$ cat src/verilog/ebh_pkg.sv
// Shared types and constants for the external bus handshake and region select block
package ebh_pkg;
  // ==========================================================================
  // Widths and counts
  // ==========================================================================
  localparam int ADDR_W = 25;
  localparam int DATA_W = 32;
  localparam int BE_W = 4;
  localparam int REGION_CNT = 4;
  localparam int BEAT_W = 3;
  localparam logic [BEAT_W-1:0] BEAT_ONE = 3'h1;

  // ==========================================================================
  // Reset values of the bus pins and of the region windows
  // ==========================================================================
  localparam logic [BE_W-1:0] BE_IDLE = 4'hF;
  localparam logic [REGION_CNT-1:0] SEL_IDLE = 4'hF;
  localparam logic [ADDR_W-1:0] RANGE_RESET_BASE = 25'h1FFFFFF;
  localparam logic [ADDR_W-1:0] RANGE_RESET_LIMIT = 25'h0000000;

  // ==========================================================================
  // Types
  // ==========================================================================
  // One programmed region: inclusive word address window
  typedef struct packed {
    logic [ADDR_W-1:0] base;
    logic [ADDR_W-1:0] limit;
  } ebh_range_t;

  // Access request from the core side
  typedef struct packed {
    logic write;
    logic [ADDR_W-1:0] addr;
    logic [BE_W-1:0] be;
    logic [BEAT_W-1:0] beats;
  } ebh_req_t;

  // Completion report toward the core side
  typedef struct packed {
    logic done;
    logic fault;
    logic rvalid;
    logic [DATA_W-1:0] rdata;
  } ebh_rsp_t;

  typedef enum logic [1:0] {
    EBH_IDLE,
    EBH_BEAT,
    EBH_END
  } ebh_state_t;
endpackage : ebh_pkg

$ cat src/verilog/ebh_region_decode.sv
// Address decoder that turns one address into active-high region hit bits
`timescale 1ns/1ps
module ebh_region_decode #(
  parameter int N = ebh_pkg::REGION_CNT
) (
  input wire logic [ebh_pkg::ADDR_W-1:0] addr_i, // Word address under test
  input wire ebh_pkg::ebh_range_t [N-1:0] range_i, // Programmed windows
  output logic [N-1:0] hit_o // One bit per matching window, active high
);
  import ebh_pkg::*;

  // Elaboration check: a decoder with no windows cannot drive any select
  if (N < 1) begin : g_bad_n
    $error("ebh_region_decode needs at least one region");
  end

  // Window test, inclusive at both ends; an empty window (base > limit) never hits
  function automatic logic in_range(input logic [ADDR_W-1:0] a, input ebh_range_t r);
    in_range = (a >= r.base) && (a <= r.limit);
  endfunction : in_range

  genvar g;
  for (g = 0; g < N; g++) begin : g_hit
    assign hit_o[g] = in_range(addr_i, range_i[g]);
  end
endmodule : ebh_region_decode

$ cat src/verilog/ebh_bus_master.sv
// External bus master: strobes, handshake, bus fault and region chip selects
// How it works
// RULE_01 - Bus fault input ends current access and reports a bus-error exception.
// RULE_02 - External device asserts acknowledge for each read data beat it supplies.
// RULE_03 - Read data captured on the clock edge where acknowledge is seen.
// RULE_04 - External device acknowledges a write only after capturing the data.
// RULE_05 - Write acknowledge completes that beat and, on the last, the transaction.
// RULE_06 - Low reset input holds everything in its reset state.
// RULE_07 - System clock is driven out on its own pin as bus reference; the code drives out mclk_i divided by two instead.
// RULE_08 - Each region select two to five drops low for addresses in its range.
// RULE_09 - Bus-start output pulses low for exactly one cycle per access.
// RULE_10 - Final-beat output low while the last data item transfers.
// RULE_11 - Read strobe low through reads, write strobe low through writes.
// RULE_12 - Multi-beat indicator low for any burst access.
// RULE_13 - No region select outside ranges or while the bus is idle.
`timescale 1ns/1ps
module ebh_bus_master #(
  parameter int MAX_BEATS = 4
) (
  input wire logic mclk_i, // Master clock, 25 MHz
  input wire logic reset_n_i, // Asynchronous reset, active low
  input wire logic req_valid_i, // Core wants an access
  input wire ebh_pkg::ebh_req_t req_i, // Access description
  input wire logic [ebh_pkg::DATA_W-1:0] wdata_i, // Write data for the current beat
  output logic req_ready_o, // Request taken on the previous clock edge
  output logic wdata_take_o, // Write beat accepted by the device on the previous clock edge
  output ebh_pkg::ebh_rsp_t rsp_o, // Read beats and completion report
  output logic bus_error_exc_o, // One-cycle bus-error exception pulse
  input wire ebh_pkg::ebh_range_t [ebh_pkg::REGION_CNT-1:0] region_range_cfg_i, // Windows 2..5
  output logic bus_ref_clock_o, // Bus reference clock pin
  output logic [ebh_pkg::ADDR_W-1:0] addr_o, // Address pins A[26:2]
  output logic [ebh_pkg::BE_W-1:0] be_n_o, // Byte enables, active low
  input wire logic [ebh_pkg::DATA_W-1:0] data_i, // Data bus, in
  output logic [ebh_pkg::DATA_W-1:0] data_o, // Data bus, out
  output logic data_oe_o, // Data bus drive enable
  output logic rd_n_o, // Read strobe
  output logic wr_n_o, // Write strobe
  output logic last_n_o, // Final beat
  output logic access_begin_n_o, // Start of access pulse
  output logic burst_n_o, // Multi-beat indicator
  input wire logic ack_n_i, // Transfer acknowledge from device
  input wire logic bus_fault_n_i, // Bus error from device
  output logic region_select_2_n_o, // Region 2 select
  output logic region_select_3_n_o, // Region 3 select
  output logic region_select_4_n_o, // Region 4 select
  output logic region_select_5_n_o // Region 5 select
);
  import ebh_pkg::*;

  // Elaboration check: the beat counter cannot hold more than its own width allows
  if (MAX_BEATS < 1 || MAX_BEATS > (1 << BEAT_W) - 1) begin : g_bad_beats
    $error("MAX_BEATS out of range");
  end

  // ==========================================================================
  // State
  // ==========================================================================
  ebh_state_t state_ff, nxt_state;
  logic [BEAT_W-1:0] left_ff, nxt_left;
  logic write_ff;
  logic [ADDR_W-1:0] addr_ff;
  logic [BE_W-1:0] be_n_ff;
  logic [DATA_W-1:0] dout_ff;
  logic oe_ff, rd_n_ff, wr_n_ff, last_n_ff, begin_n_ff, burst_n_ff;
  logic [REGION_CNT-1:0] sel_n_ff;
  logic ready_ff, take_ff, exc_ff;
  ebh_rsp_t rsp_ff;
  logic clk_div_ff;

  // ==========================================================================
  // Decoding
  // ==========================================================================
  wire logic [REGION_CNT-1:0] hit;
  wire logic start = (state_ff == EBH_IDLE) && req_valid_i;
  wire logic in_beat = (state_ff == EBH_BEAT);
  wire logic acked = in_beat && !ack_n_i;
  wire logic faulted = in_beat && !bus_fault_n_i;
  wire logic final_ack = acked && (left_ff == BEAT_ONE);
  // Clamp a zero or oversized beat count so the burst length stays bounded
  wire logic [BEAT_W-1:0] req_beats = (req_i.beats == '0) ? BEAT_ONE :
      (req_i.beats > BEAT_W'(MAX_BEATS)) ? BEAT_W'(MAX_BEATS) : req_i.beats;

  // Decode on the request address so the selects come up with the strobe
  ebh_region_decode #(.N(REGION_CNT)) u_decode (
    .addr_i(req_i.addr),
    .range_i(region_range_cfg_i),
    .hit_o(hit)
  );

  // Sequencer: fault takes priority over acknowledge in the same cycle
  always_comb begin
    nxt_state = state_ff;
    nxt_left = left_ff;
    case (state_ff)
      EBH_IDLE: begin
        if (start) begin
          nxt_state = EBH_BEAT;
          nxt_left = req_beats;
        end
      end
      EBH_BEAT: begin
        if (faulted || final_ack) begin // RULE_01 RULE_05
          nxt_state = EBH_END;
        end else if (acked) begin
          nxt_left = left_ff - BEAT_ONE;
        end
      end
      EBH_END: nxt_state = EBH_IDLE; // Two idle bus cycles (END, then IDLE) between accesses
      default: nxt_state = EBH_IDLE;
    endcase
  end

  // Control state
  always_ff @(posedge mclk_i or negedge reset_n_i) begin
    if (!reset_n_i) begin // RULE_06
      state_ff <= EBH_IDLE;
      left_ff <= '0;
      write_ff <= 1'b0;
    end else begin
      state_ff <= nxt_state;
      left_ff <= nxt_left;
      if (start) write_ff <= req_i.write;
    end
  end

  // Bus reference clock: half the master rate, every bus edge on a master edge
  always_ff @(posedge mclk_i or negedge reset_n_i) begin
    if (!reset_n_i) clk_div_ff <= 1'b0;
    else clk_div_ff <= ~clk_div_ff; // RULE_07
  end

  // Address and byte lanes held for the whole access; write data reloaded at start and on each ack
  always_ff @(posedge mclk_i or negedge reset_n_i) begin
    if (!reset_n_i) begin
      addr_ff <= '0;
      be_n_ff <= BE_IDLE;
      dout_ff <= '0;
      oe_ff <= 1'b0;
    end else begin
      if (start) addr_ff <= req_i.addr;
      if (start) be_n_ff <= ~req_i.be;
      if (start || acked) dout_ff <= wdata_i; // Next beat data follows each ack
      oe_ff <= start ? req_i.write : (oe_ff && !(faulted || final_ack));
    end
  end

  // Strobes: read or write strobe, burst flag and selects drop with the start pulse, final beat may drop later; all rise after the end
  always_ff @(posedge mclk_i or negedge reset_n_i) begin
    if (!reset_n_i) begin
      rd_n_ff <= 1'b1;
      wr_n_ff <= 1'b1;
      last_n_ff <= 1'b1;
      begin_n_ff <= 1'b1;
      burst_n_ff <= 1'b1;
      sel_n_ff <= SEL_IDLE;
    end else if (start) begin
      rd_n_ff <= req_i.write; // RULE_11
      wr_n_ff <= !req_i.write; // RULE_11
      begin_n_ff <= 1'b0; // RULE_09
      last_n_ff <= !(req_beats == BEAT_ONE); // RULE_10
      burst_n_ff <= (req_beats == BEAT_ONE); // RULE_12
      sel_n_ff <= ~hit; // RULE_08 RULE_13
    end else begin
      begin_n_ff <= 1'b1; // RULE_09
      if (faulted || final_ack) begin
        rd_n_ff <= 1'b1;
        wr_n_ff <= 1'b1;
        last_n_ff <= 1'b1;
        burst_n_ff <= 1'b1;
        sel_n_ff <= SEL_IDLE; // RULE_13
      end else if (acked && left_ff == BEAT_W'(2)) begin
        last_n_ff <= 1'b0; // RULE_10
      end
    end
  end

  // Core-side answers
  always_ff @(posedge mclk_i or negedge reset_n_i) begin
    if (!reset_n_i) begin
      ready_ff <= 1'b0;
      take_ff <= 1'b0;
      exc_ff <= 1'b0;
      rsp_ff <= '0;
    end else begin
      ready_ff <= start;
      take_ff <= acked && write_ff && !faulted; // RULE_05
      exc_ff <= faulted; // RULE_01
      rsp_ff.done <= faulted || final_ack;
      rsp_ff.fault <= faulted;
      rsp_ff.rvalid <= acked && !write_ff && !faulted; // RULE_02
      if (acked && !write_ff) rsp_ff.rdata <= data_i; // RULE_03
    end
  end

  // ==========================================================================
  // Outputs, all straight from flip-flops
  // ==========================================================================
  assign req_ready_o = ready_ff;
  assign wdata_take_o = take_ff;
  assign rsp_o = rsp_ff;
  assign bus_error_exc_o = exc_ff;
  assign bus_ref_clock_o = clk_div_ff;
  assign addr_o = addr_ff;
  assign be_n_o = be_n_ff;
  assign data_o = dout_ff;
  assign data_oe_o = oe_ff;
  assign rd_n_o = rd_n_ff;
  assign wr_n_o = wr_n_ff;
  assign last_n_o = last_n_ff;
  assign access_begin_n_o = begin_n_ff;
  assign burst_n_o = burst_n_ff;
  assign region_select_2_n_o = sel_n_ff[0];
  assign region_select_3_n_o = sel_n_ff[1];
  assign region_select_4_n_o = sel_n_ff[2];
  assign region_select_5_n_o = sel_n_ff[3];
endmodule : ebh_bus_master

$ cat config.mk
export PLATFORM = sky130hd
export DESIGN_NAME = ebh_bus_master
export DESIGN_NICKNAME = d
export VERILOG_FILES = /design/src/verilog/ebh_pkg.sv /design/src/verilog/ebh_region_decode.sv /design/src/verilog/ebh_bus_master.sv
export SDC_FILE = /design/constraint.sdc
export NUM_CORES = 1
export LEC_CHECK = 0
export BUFFER_PORTS_ARGS = -buffer_cell sky130_fd_sc_hd__buf_2
export CAP_MARGIN = 20
export CORE_ASPECT_RATIO = 0.75
export CORE_MARGIN = 2
export CORE_UTILIZATION = 34
export CTS_CLUSTER_DIAMETER = 60
export DETAILED_ROUTE_END_ITERATION = 8
export PLACE_DENSITY = 0.58
export SLEW_MARGIN = 20
export SYNTH_ARGS = -nofsm -noshare
export SYNTH_HDL_FRONTEND = slang
export SYNTH_SLANG_ARGS = --single-unit
$ cat constraint.sdc
create_clock -name mclk_i -period 5.5 [get_ports mclk_i]
set_input_delay 1.1 -clock mclk_i [delete_from_list [all_inputs] [get_ports mclk_i]]
set_output_delay 1.1 -clock mclk_i [all_outputs]
set_load 0.05 [all_outputs]
* Yosys cells after proc, flatten, opt, wreduce, memory -nomap -nowiden
Index checks and enable logic that the tools add are counted.
** Word-level totals
- Register bits :: 115
- Input port bits :: 302
- Output and inout port bits :: 110
- Logic and storage cells :: 91
** Cells by class
- Add/sub/neg operators :: 1
- $lt $le $gt $ge :: 9
- Equal/unequal tests :: 8
- Muxes and demuxes :: 20
- Bitwise logic cells :: 3
- Reduce and logical (&&, ||, !) cells :: 30
** Operators with widths (number)
- >= comparator 25 bit :: 4
- less-or-equal comparator 25 bit :: 4
- two-way mux 3 bit :: 5
- logical AND 1 bit :: 14
- two-way mux 1 bit :: 9
- two-way mux 4 bit :: 2
- inverter 4 bit :: 2
- logical NOT 1 bit :: 7
- equality test 3 x 1 -> 1 bit, second input constant :: 2
- one-hot mux 3 bit (2 select lines) :: 1
- two-way mux 2 bit :: 2
- inequality test 2 x 1 -> 1 bit, second input constant :: 2
- inequality test 2 bit, second input constant :: 2
- one-hot mux 2 bit (2 select lines) :: 1
- AND reduction 4 bit :: 1
- nonzero test 2 bit :: 2
- equality test 3 x 2 -> 1 bit, second input constant :: 1
- > comparator 3 bit, second input constant :: 1
- logical NOT 3 bit :: 1
- nonzero test 3 bit :: 1
- subtractor 3 x 1 -> 3 bit, second input constant :: 1
- equality test 2 x 1 -> 1 bit, second input constant :: 1
- logical NOT 2 bit :: 1
- logical OR 1 bit :: 2
- 2 further kinds :: 2

* Depth between registers and ports, before layout
Gate-level depths: netlist (run 1).
- Word-level depth :: 7
- Depth in mapped cells :: 9
- Depth with buffers taken out :: 8

* Cells and area by module
Synthesis (run 1) repeated with hierarchy kept, for this count alone.
** Unflattened totals
- Cell total of the unflattened synthesis :: 1032
- Area total of the unflattened synthesis :: 9366.5 sq um
** By module, submodules not included
- ebh_region_decode :: instances 1, cells an instance 693, area an instance 4912.2 sq um, sequential area each 0.0 sq um
- ebh_bus_master :: instances 1, cells an instance 339, area an instance 4454.3 sq um, sequential area each 2894.0 sq um

* Worst setup path after synthesis (run 1)
No wires, ideal clock.
- Kind :: in2reg
- Start :: in region_range_cfg_i[135] in the netlist's numbering
- End :: reg sel_n_ff[2]
- Setup time :: 0.077 ns
- Arrival :: 2.637 ns
- Required time :: 5.423 ns
- Path slack :: 2.786 ns
- Stages :: 8
- Buffers on the path :: 0
- Cells stage by stage :: inv_1 -> ha_1 -> a21o_1 -> a221o_1 -> a22o_1 -> a2111oi_2 -> o21ai_1 -> a31oi_1
** Between the ends
- Word-level cells in the longest chain between the ends :: 4
** Ends and longest elaborated chain
- start: declaration :: RTL line ebh_bus_master.sv:29 : input wire ebh_pkg::ebh_range_t [ebh_pkg::REGION_CNT-1:0] region_range_cfg_i,
- >= comparator 25 bit :: RTL line ebh_region_decode.sv:19 : in_range = (a >= r.base) && (a <= r.limit);
- logical AND 1 bit :: RTL line ebh_region_decode.sv:19
- inverter 4 bit :: RTL line ebh_bus_master.sv:162 : sel_n_ff <= ~hit;
- two-way mux 4 bit :: RTL line ebh_bus_master.sv:156 : end else if (start) begin
- end signal: assignment :: RTL line ebh_bus_master.sv:162
- end: declaration :: RTL line ebh_bus_master.sv:65 : logic [REGION_CNT-1:0] sel_n_ff;
Every way passes these cells.
A chain may end at the register's enable or synchronous reset.

* Worst setup path in the final report (run 1)
- Start :: in req_i[17] in the netlist's numbering
- End :: reg sel_n_ff[3]
** Between the ends
- Word-level cells in the longest chain between the ends :: 4
- Elaborated cells on any way between the ends :: 5
- Classes of those cells :: order compare (2); mux (1); bitwise (1); reduce/logical (1)
** Ends and longest elaborated chain
- start: declaration :: RTL line ebh_bus_master.sv:23 : input wire ebh_pkg::ebh_req_t req_i,
- >= comparator 25 bit or less-or-equal comparator 25 bit (tied branches) :: RTL line ebh_region_decode.sv:19
- logical AND 1 bit (*) :: RTL line ebh_region_decode.sv:19
- inverter 4 bit (*) :: RTL line ebh_bus_master.sv:162
- two-way mux 4 bit (*) :: RTL line ebh_bus_master.sv:156
Every way passes the cells marked *; elsewhere a longest branch is shown, timed or not.

==> results of run 1 <==
## power groups by stage
stage                     combinational, mW  clock [mW]  sequential [mW]
after floorplan                       0.813           0             2.84
after global placement                 3.00           0             1.47
after detailed placement               3.02           0             1.49
after CTS                              3.03        1.07             1.47
after global routing                   3.20        1.12             1.53
final                                  3.00        1.05             1.47
## path summary, 6_finish.rpt
kind	slack [ps]	to	from	depth (start not counted)
setup reg to reg	3010	sel_n_ff[0]	left_ff[1]	8
setup / recovery	2620	sel_n_ff[3]	req_i[17]	7
max in group asynchronous	3860	data_o[16]	reset_n_i	2
hold reg to reg	410	bus_ref_clock_o	bus_ref_clock_o	1
hold / removal	410	bus_ref_clock_o	bus_ref_clock_o	1
min in group asynchronous	550	rsp_o[1]	reset_n_i	1
## critical path, cell delays in order
cell and delay, ps:
buf_2 270, ha_1 300, a21o_1 160, a21o_1 170, a221oi_1 650, a2111oi_0 230
o32ai_1 310
## metrics by stage
stage | area (um2) | hold slack (ps) | cells | setup slack [ps] | utilization (%)
global route | 12300 | 426 | 1815 | 2470 | 45.7
global placement | 11800 | 402 | 1781 | 2230 | 43.6
floorplan | 9280 | 482 | 1032 | 2790 | -
detailed placement | 11800 | 411 | 1781 | 2190 | 43.6
finish | 12300 | 410 | 1816 | 2620 | 45.7
CTS | 12300 | 419 | 1812 | 2600 | 45.7
## cells by family after synthesis
| logic type | count (synthesis) | share of synthesized area [%] |
|---|---|---|
| compound gates | 190 | 12.6 |
| mux | 64 | 7.76 |
| simple gates | 240 | 12.1 |
| flops | 115 | 31.2 |
| buf+inv | 220 | 9.03 |
| fa+ha+maj | 203 | 27.4 |
## area by class of cell
class / count / area (um2) / share of cell area (%)
Multi-Input combinational cell: 697 / 5570 / 45.2
Sequential cell: 115 / 2890 / 23.5
Timing Repair Buffer: 415 / 2090 / 17.0
Inverter: 203 / 762 / 6.19
Clock buffer: 19 / 443 / 3.60
Tap cell: 351 / 439 / 3.57
Clock inverter: 12 / 109 / 0.884
Antenna cell: 4 / 10.0 / 0.0813
## cells in the final DEF (no fill, tap or decap), drive strengths merged, types with 3 or more instances in the layout
master    instances
nand3             8
o211ai            4
clkbuf           19
o21ai            42
nor4              5
a22oi             3
clkinv            4
inv             205
or3               4
buf             415
o2111ai           5
a21o             31
ha              203
nor2             28
a211oi            7
nand4            32
and4              6
nand2           125
o311ai            3
nor2b             8
clkinvlp          5
a31oi             6
dfrtp           102
a21oi            73
diode             4
dfstp            13
nand2b            6
mux2             64
nor3             11
## metal layers
layer	track usage (%)	vias up	part of all wire [%]
li1	-	4390	-
met1	30.3	3993	46
met2	37.0	298	46
met3	4.71	28	6.5
met4	4.77	2	1.4
met5	0	-	0.028
## flip-flops by register name (all words and copies together), names as in the netlist
| name | flops |
|---|---|
| bus_ref_clock_o | 1 |
| be_n_o | 4 |
| rd_n_o | 1 |
| addr_o | 25 |
| sel_n_ff | 4 |
| burst_n_o | 1 |
| write_ff | 1 |
| rsp_o | 35 |
| req_ready_o | 1 |
| wr_n_o | 1 |
| data_o | 32 |
| last_n_o | 1 |
| wdata_take_o | 1 |
| state_ff | 2 |
| left_ff | 3 |
| data_oe_o | 1 |
| access_begin_n_o | 1 |
==> metrics.yaml, run 1 <==
antenna_found_initial: 6
gp_congestion: 0.890
skew_ps: 8.07
async_reset_ff_share_pct: 100
fin_crit_sh_pct: 52.4
rows: 52
setup_viol: 0
die_y_um: 147
nets: 1954
insertion_delay_ps: 410
drv_slew: 0
cts-root-buf: "clkbuf_16"
io_buffers: 411
cts_sinks: 115
p_switching_mw: 2.82
via_per_inst: 4.80
first_pass_iters: 5
fill_cells: 2746
syn_avg_cell_area_um2: 9.00
synth-main-ff-cell: "dfrtp_1"
clkPwrFrac_pct: 19.0
max-slew-margin-rel_pct: 36.5
synthDistinctLibCells: 53
status: "complete, no violations"
seq_area_frac_synth_pct: 31.2
pwr-share-comb_pct: 54.4
yosysMostFrequentCell: "ha_1"
clock.fmax_mhz: 347
fp.dieArea_um2: 28700
io_pins: 412
synth_top_area_cell: "dfrtp_1"
antenna_left: 0
synth_common_cells: "ha_1, inv_1, nand2_1, dfrtp_1, a21oi_1"
p_per_area_nw_per_um2: 448
h-tree-depth: 4
grt_use_total_pct: 22.4
num_vias: 8711
drive_above_1_share_pct: 31.8
worst_pin_slew_ps: 950
seqPwrFrac_pct: 26.6
core_um2: 26900
cp_data_required_time_ps: 5810
post-dp-hpwl_um: 26700
leakage_nw: 7.18
crit_arrival_ps: 3200
overflow: 0
post-synth-top-area-fraction_pct: 27.5
cts_setup_buffers: 0
max_cap_viol_count: 0
synth_area_leaders: "dfrtp_1, ha_1, inv_1"
worstPathMaxFanout: 9
routedWlPerCell_um: 17.6
cts_buffers: 17
syn_area_um2: 9280
hold_violations: 0
synth_warnings: 0
syn_inst: 1032
path_clk_slew_ps: 60
start_kind: "primary input"
cts_resized: 0
p_total_mw: 5.51
finalSetupTns_ps: 0
wl_um: 31900
grt_pass1_wl_um: 48900
critPathKind: "primary input to register"
switching_share_pct: 51.1
ir_worst_vdd_uv: 227
endpoint_kind: "register"
synth_edf_count: 0
first_global_vias: 8780
initial_core_util_pct: 34.5
tritoncts: "yes"
grt_max_degree: 68
ctsLongestPathBuffers: 2
synth.net_count: 1537
first_iter_violations: 310
area_growth_pct: 32.6
hold_buffers: 0
p_int_mw: 2.69
die_w_um: 195
grt_setup_unrepaired: "false"
synth_seq_cells: 115
drc_errors: 0
fin_crit_ps: 2880
hp-class: "register to register"
Power figures use the tool's default switching activity.
==> inputs of run 2 (changes only) <==
clock period = 2.87 ns   (was 5.5 ns; I/O delays follow)
==> run 2 against run 1 <==
Compared with the run above: routed wire length is 0.87% higher; combinational power is 93% higher; critical path depth is 1 higher; design area is 0.63% higher; utilization is 0.29 points higher; worst hold slack worse by 310 ps; critical path type unchanged; critical endpoint is now sel_n_ff[2]; largest power group unchanged.
==> metrics.yaml, run 2 (synthesis gave the netlist of run 1 again) <==
status: "complete, no violations"
gp_congestion: 0.975
hp-class: "primary input to async pin"
skew_ps: 10.2
first_pass_iters: 5
h-tree-depth: 4
cts-root-buf: "clkbuf_16"
cts_resized: 0
io_buffers: 411
nets: 1962
initial_core_util_pct: 34.5
core_um2: 26900
cp_slowest_stage_delay_ps: 370
critPathKind: "primary input to register"
start_kind: "primary input"
cts_buffers: 17
fill_cells: 2709
via_per_inst: 4.83
max_cap_viol_count: 0
overflow: 0
crit_family: "compound AO/OA/AOI/OAI gates"
finalSetupTns_ps: 0
antenna_left: 0
antenna_found_initial: 6
largest_reg_flops: 35
fin_crit_ps: 2240
first_global_vias: 8872
fin_crit_sh_pct: 78.1
grt_use_total_pct: 22.4
clock.fmax_mhz: 446
endpoint_kind: "register"
fin_ws_ps: 628
setup_viol: 0
insertion_delay_ps: 410
layout_common_cells: "buf_2, ha_1, inv_1"
grt_max_degree: 65
area_growth_pct: 33.5
path_clk_slew_ps: 60
die_y_um: 147
layout_commonest_cell: "buf_2"
worst_pin_slew_ps: 629
tritoncts: "yes"
io_pins: 412
grt_pass1_wl_um: 48800
fp.dieArea_um2: 28700
crit_arrival_ps: 2580
drive_above_1_share_pct: 32.2
cts_sinks: 115
worstPathMaxFanout: 9
cp_slowest_cell: "a2111oi_2"
rows: 52
wl_um: 32200
routedWlPerCell_um: 17.7
crit_chain: "buf_2, ha_1, a21o_1, a221o_1, a22o_1, a2111oi_2, o21ai_1, a31oi_1"
ctsLongestPathBuffers: 2
drc_errors: 0
num_vias: 8807
dp_worst_setup_slack_ps: 216
die_w_um: 195
post-dp-hpwl_um: 27200
hold_violations: 0
ir_worst_vdd_uv: 397
p_per_area_nw_per_um2: 859
hold_buffers: 0
worst-path-buf-inv: 1
drv_slew: 0
max-slew-margin-rel_pct: 57.7
leakage_nw: 7.23
cts_setup_buffers: 0
cp_data_required_time_ps: 3210
grt_setup_unrepaired: "false"
first_iter_violations: 376
==> run 2: changes by cell type in the layout (fill, tap and decap cells not counted) <==
| cell | previous run | this run |
|---|---|---|
| clkbuf_8 | 1 | 2 |
| clkinv_4 | 1 | 2 |
| clkinv_2 | 3 | 2 |
| buf_4 | 5 | 12 |
| clkinvlp_4 | 5 | 4 |
| buf_12 | 0 | 1 |
| diode_2 | 4 | 2 |
==> run 2: report_power, final <==
group | internal, mW | switching [mW] | leakage [nW]
logic | 1.53 | 4.27 | 5.60
registers | 2.45 | 0.353 | 1.36
clock network | 1.24 | 0.807 | 0.265
total | 5.22 | 5.43 | 7.23
==> run 2: metrics by stage <==
stage	total power, mW	std cells	cell area [um2]	util (%)	hold slack, ps
after CTS	10.8	1820	12400	46.0	88.3
final	10.6	1822	12400	46.0	95.3
after global routing	11.3	1821	12400	46.0	105
after global placement	8.59	1789	11800	43.9	401
after detailed placement	8.69	1789	11800	43.9	409
after floorplan	6.99	1032	9280	-	278
==> run 2: worst paths after layout <==
path / from / to / slack (ps) / cells past startpoint
max: req_i[17] / sel_n_ff[2] / 630 / 8
min: reset_n_i / rsp_o[4] / 100 / 1
max reg2reg: state_ff[1] / left_ff[2] / 800 / 6
min reg2reg: bus_ref_clock_o / bus_ref_clock_o / 410 / 1
max in group asynchronous: reset_n_i / sel_n_ff[3] / 2040 / 2
min in group mclk_i: req_i[3] / be_n_o[0] / 300 / 2
==> run 2: layout make-up <==
class | count | area (um2) | area share, %
Sequential cell | 115 | 2890 | 23.4
Tap cell | 351 | 439 | 3.54
Clock buffer | 20 | 457 | 3.69
Clock inverter | 11 | 105 | 0.848
Multi-Input combinational cell | 697 | 5570 | 44.9
Antenna cell | 2 | 5.00 | 0.0404
Timing Repair Buffer | 423 | 2160 | 17.4
Inverter | 203 | 762 | 6.15
==> run 2: layer usage <==
layer / up-vias / part of all wire [%] / track usage, %
met1: 4051 / 47 / 29.9
met5: - / 0.075 / 0
li1: 4403 / - / -
met2: 315 / 46 / 37.3
met3: 34 / 6.4 / 5.00
met4: 4 / 1.1 / 4.43
==> inputs of run 3 (changes only) <==
clock period = 2.3 ns   (was 2.87 ns; I/O delays follow)
==> run 3 against run 2 <==
Compared with the run above: register-to-register slack got worse by 570 ps; combinational power rose by 26%; sequential share of layout area fell by 0.74 points; design area rose by 3.3%; clock-buffer cell count fell by 2; die area did not move; sequential power rose by 25%; clock skew barely moved; worst hold slack improved by 99 ps; clock power rose by 35%; sequential cell count did not move; critical endpoint is now left_ff[0].
==> metrics.yaml, run 3 (synthesis gave the netlist of run 1 again) <==
post-dp-hpwl_um: 28400
p_total_mw: 13.6
hold_path_depth: 2
layout_common_cells: "buf_2, ha_1, inv_1"
core_um2: 26900
num_vias: 9018
skew_ps: 10.3
r2r_start: "left_ff[1]"
layout_commonest_cell: "buf_2"
status: "complete, no violations"
hold_slack_ps: 194
grt_pass1_wl_um: 49900
fin_crit_ps: 2070
rr_endpoint: "left_ff[0]"
nets: 2007
grt_max_degree: 47
grt_use_total_pct: 22.8
leakage_nw: 7.48
worst_pin_slew_ps: 566
diodes: 0
largest_reg_flops: 35
die_y_um: 147
cp_slowest_stage_delay_ps: 400
tritoncts: "yes"
cts_setup_buffers: 0
antenna_found_initial: 4
first_pass_iters: 4
ff_latch_area_um2: 2890
setup_viol: 0
dp.cells: 1833
grt_setup_unrepaired: "false"
die_w_um: 195
worstPathMaxFanout: 12
fp.dieArea_um2: 28700
utilization_pct: 47.5
crit_chain: "inv_1, ha_1, or3b_1, a21oi_2, buf_4, nor2_1, o2111ai_1, o211ai_1"
hp-class: "primary input to register"
p_per_area_nw_per_um2: 1060
drive_above_1_share_pct: 34.2
cts_sinks: 115
io_buffers: 411
path_clk_slew_ps: 60
max-slew-margin-rel_pct: 61.8
fin_crit_sh_pct: 89.9
rows: 52
cp_data_required_time_ps: 2570
initial_core_util_pct: 34.5
r2r_slack_ps: 230
worstHoldStart: "req_i[6]"
clock.fmax_mhz: 484
routedWlPerCell_um: 17.7
io_pins: 412
cts_buffers: 17
h-tree-depth: 4
cp_slowest_cell: "dfrtp_1"
crit_start: "left_ff[1]"
endpoint_kind: "register"
area_growth_pct: 37.8
crit_arrival_ps: 2330
via_per_inst: 4.83
first_iter_violations: 359
gp_congestion: 0.909
postPlaceCellArea_um2: 12200
ctsLongestPathBuffers: 2
ir_worst_vdd_uv: 544
max_cap_viol_count: 0
r2r_cells: 8
antenna_left: 0
first_global_vias: 9038
start_kind: "register"
wl_um: 33100
critPathKind: "register to register"
multi_input_area_um2: 5570
final_cell_count_no_fill: 1866
fill_cells: 2635
hold_violations: 0
design_area_um2: 12800
cts-root-buf: "clkbuf_16"
drc_errors: 0
insertion_delay_ps: 410
drv_slew: 0
holdPathEnd: "be_n_o[3]"
overflow: 0
==> run 3: changes by cell type in the layout (fill, tap and decap cells not counted), sizes merged <==
| cell | before | now |
|---|---|---|
| buf | 423 | 467 |
| bufinv | 1 | 3 |
| clkbuf | 20 | 18 |
| clkinv | 4 | 7 |
| clkinvlp | 4 | 1 |
| diode | 2 | 0 |
| dlygate4sd3 | 0 | 1 |
| inv | 205 | 206 |
==> run 3: worst max-delay path, delay by kind of cell (launching register included) <==
| kind | cells | cell delay [ps] |
|---|---|---|
| adder cells (fa/ha/maj) | 1 | 130 |
| AND/OR/NAND/NOR | 2 | 540 |
| buffers and inverters | 2 | 380 |
| AO/OA/AOI/OAI | 3 | 470 |
| flip-flops | 1 | 400 |
==> run 3: final cells by class <==
class                      count  share of cell area [%]
clock buffer                  18                    3.35
clock inverter                14                    1.39
inverter                     203                    5.95
multi-input combinational    697                    43.5
sequential                   115                    22.6
tap                          351                    3.43
timing repair buffer         468                    19.7
==> run 3: worst max-delay path by stage <==
stage               slack, ps  depth (start not counted)          end
floorplan                 230                          8  sel_n_ff[2]
global placement         -110                          9  sel_n_ff[2]
detailed placement       -130                          9  sel_n_ff[2]
CTS                       230                          8   left_ff[0]
global route               70                          8   left_ff[0]
finish                    230                          8   left_ff[0]
==> run 3: what timing repair did <==
action                                 4_1_cts  5_1_grt
resized for setup                            0        0
endpoints found under the hold margin       14        0
hold buffers                                 1        0
==> run 3: through the flow <==
step	setup WS (ps)	TNS [ps]
2_1_floorplan	226	0
3_3_place_gp	-112	-177
3_5_place_dp	-128	-291
4_1_cts	227	0
5_1_grt	68.1	0
6_report	232	0
==> run 3: per-layer routing <==
layer,wire length [um],up-vias,track usage (%)
met5,51,-,0
met4,360,8,3.93
met3,1990,29,5.07
met2,15200,274,38.2
met1,15500,4207,30.7
li1,-,4500,-
==> run 3: report_power, final <==
part / leakage, nW / total (mW) / switching, mW / internal, mW
Clock: 0.295 / 2.76 / 1.04 / 1.72
Sequential: 1.36 / 3.52 / 0.460 / 3.06
Combinational: 5.82 / 7.33 / 5.33 / 2.00
Total: 7.48 / 13.6 / 6.83 / 6.78
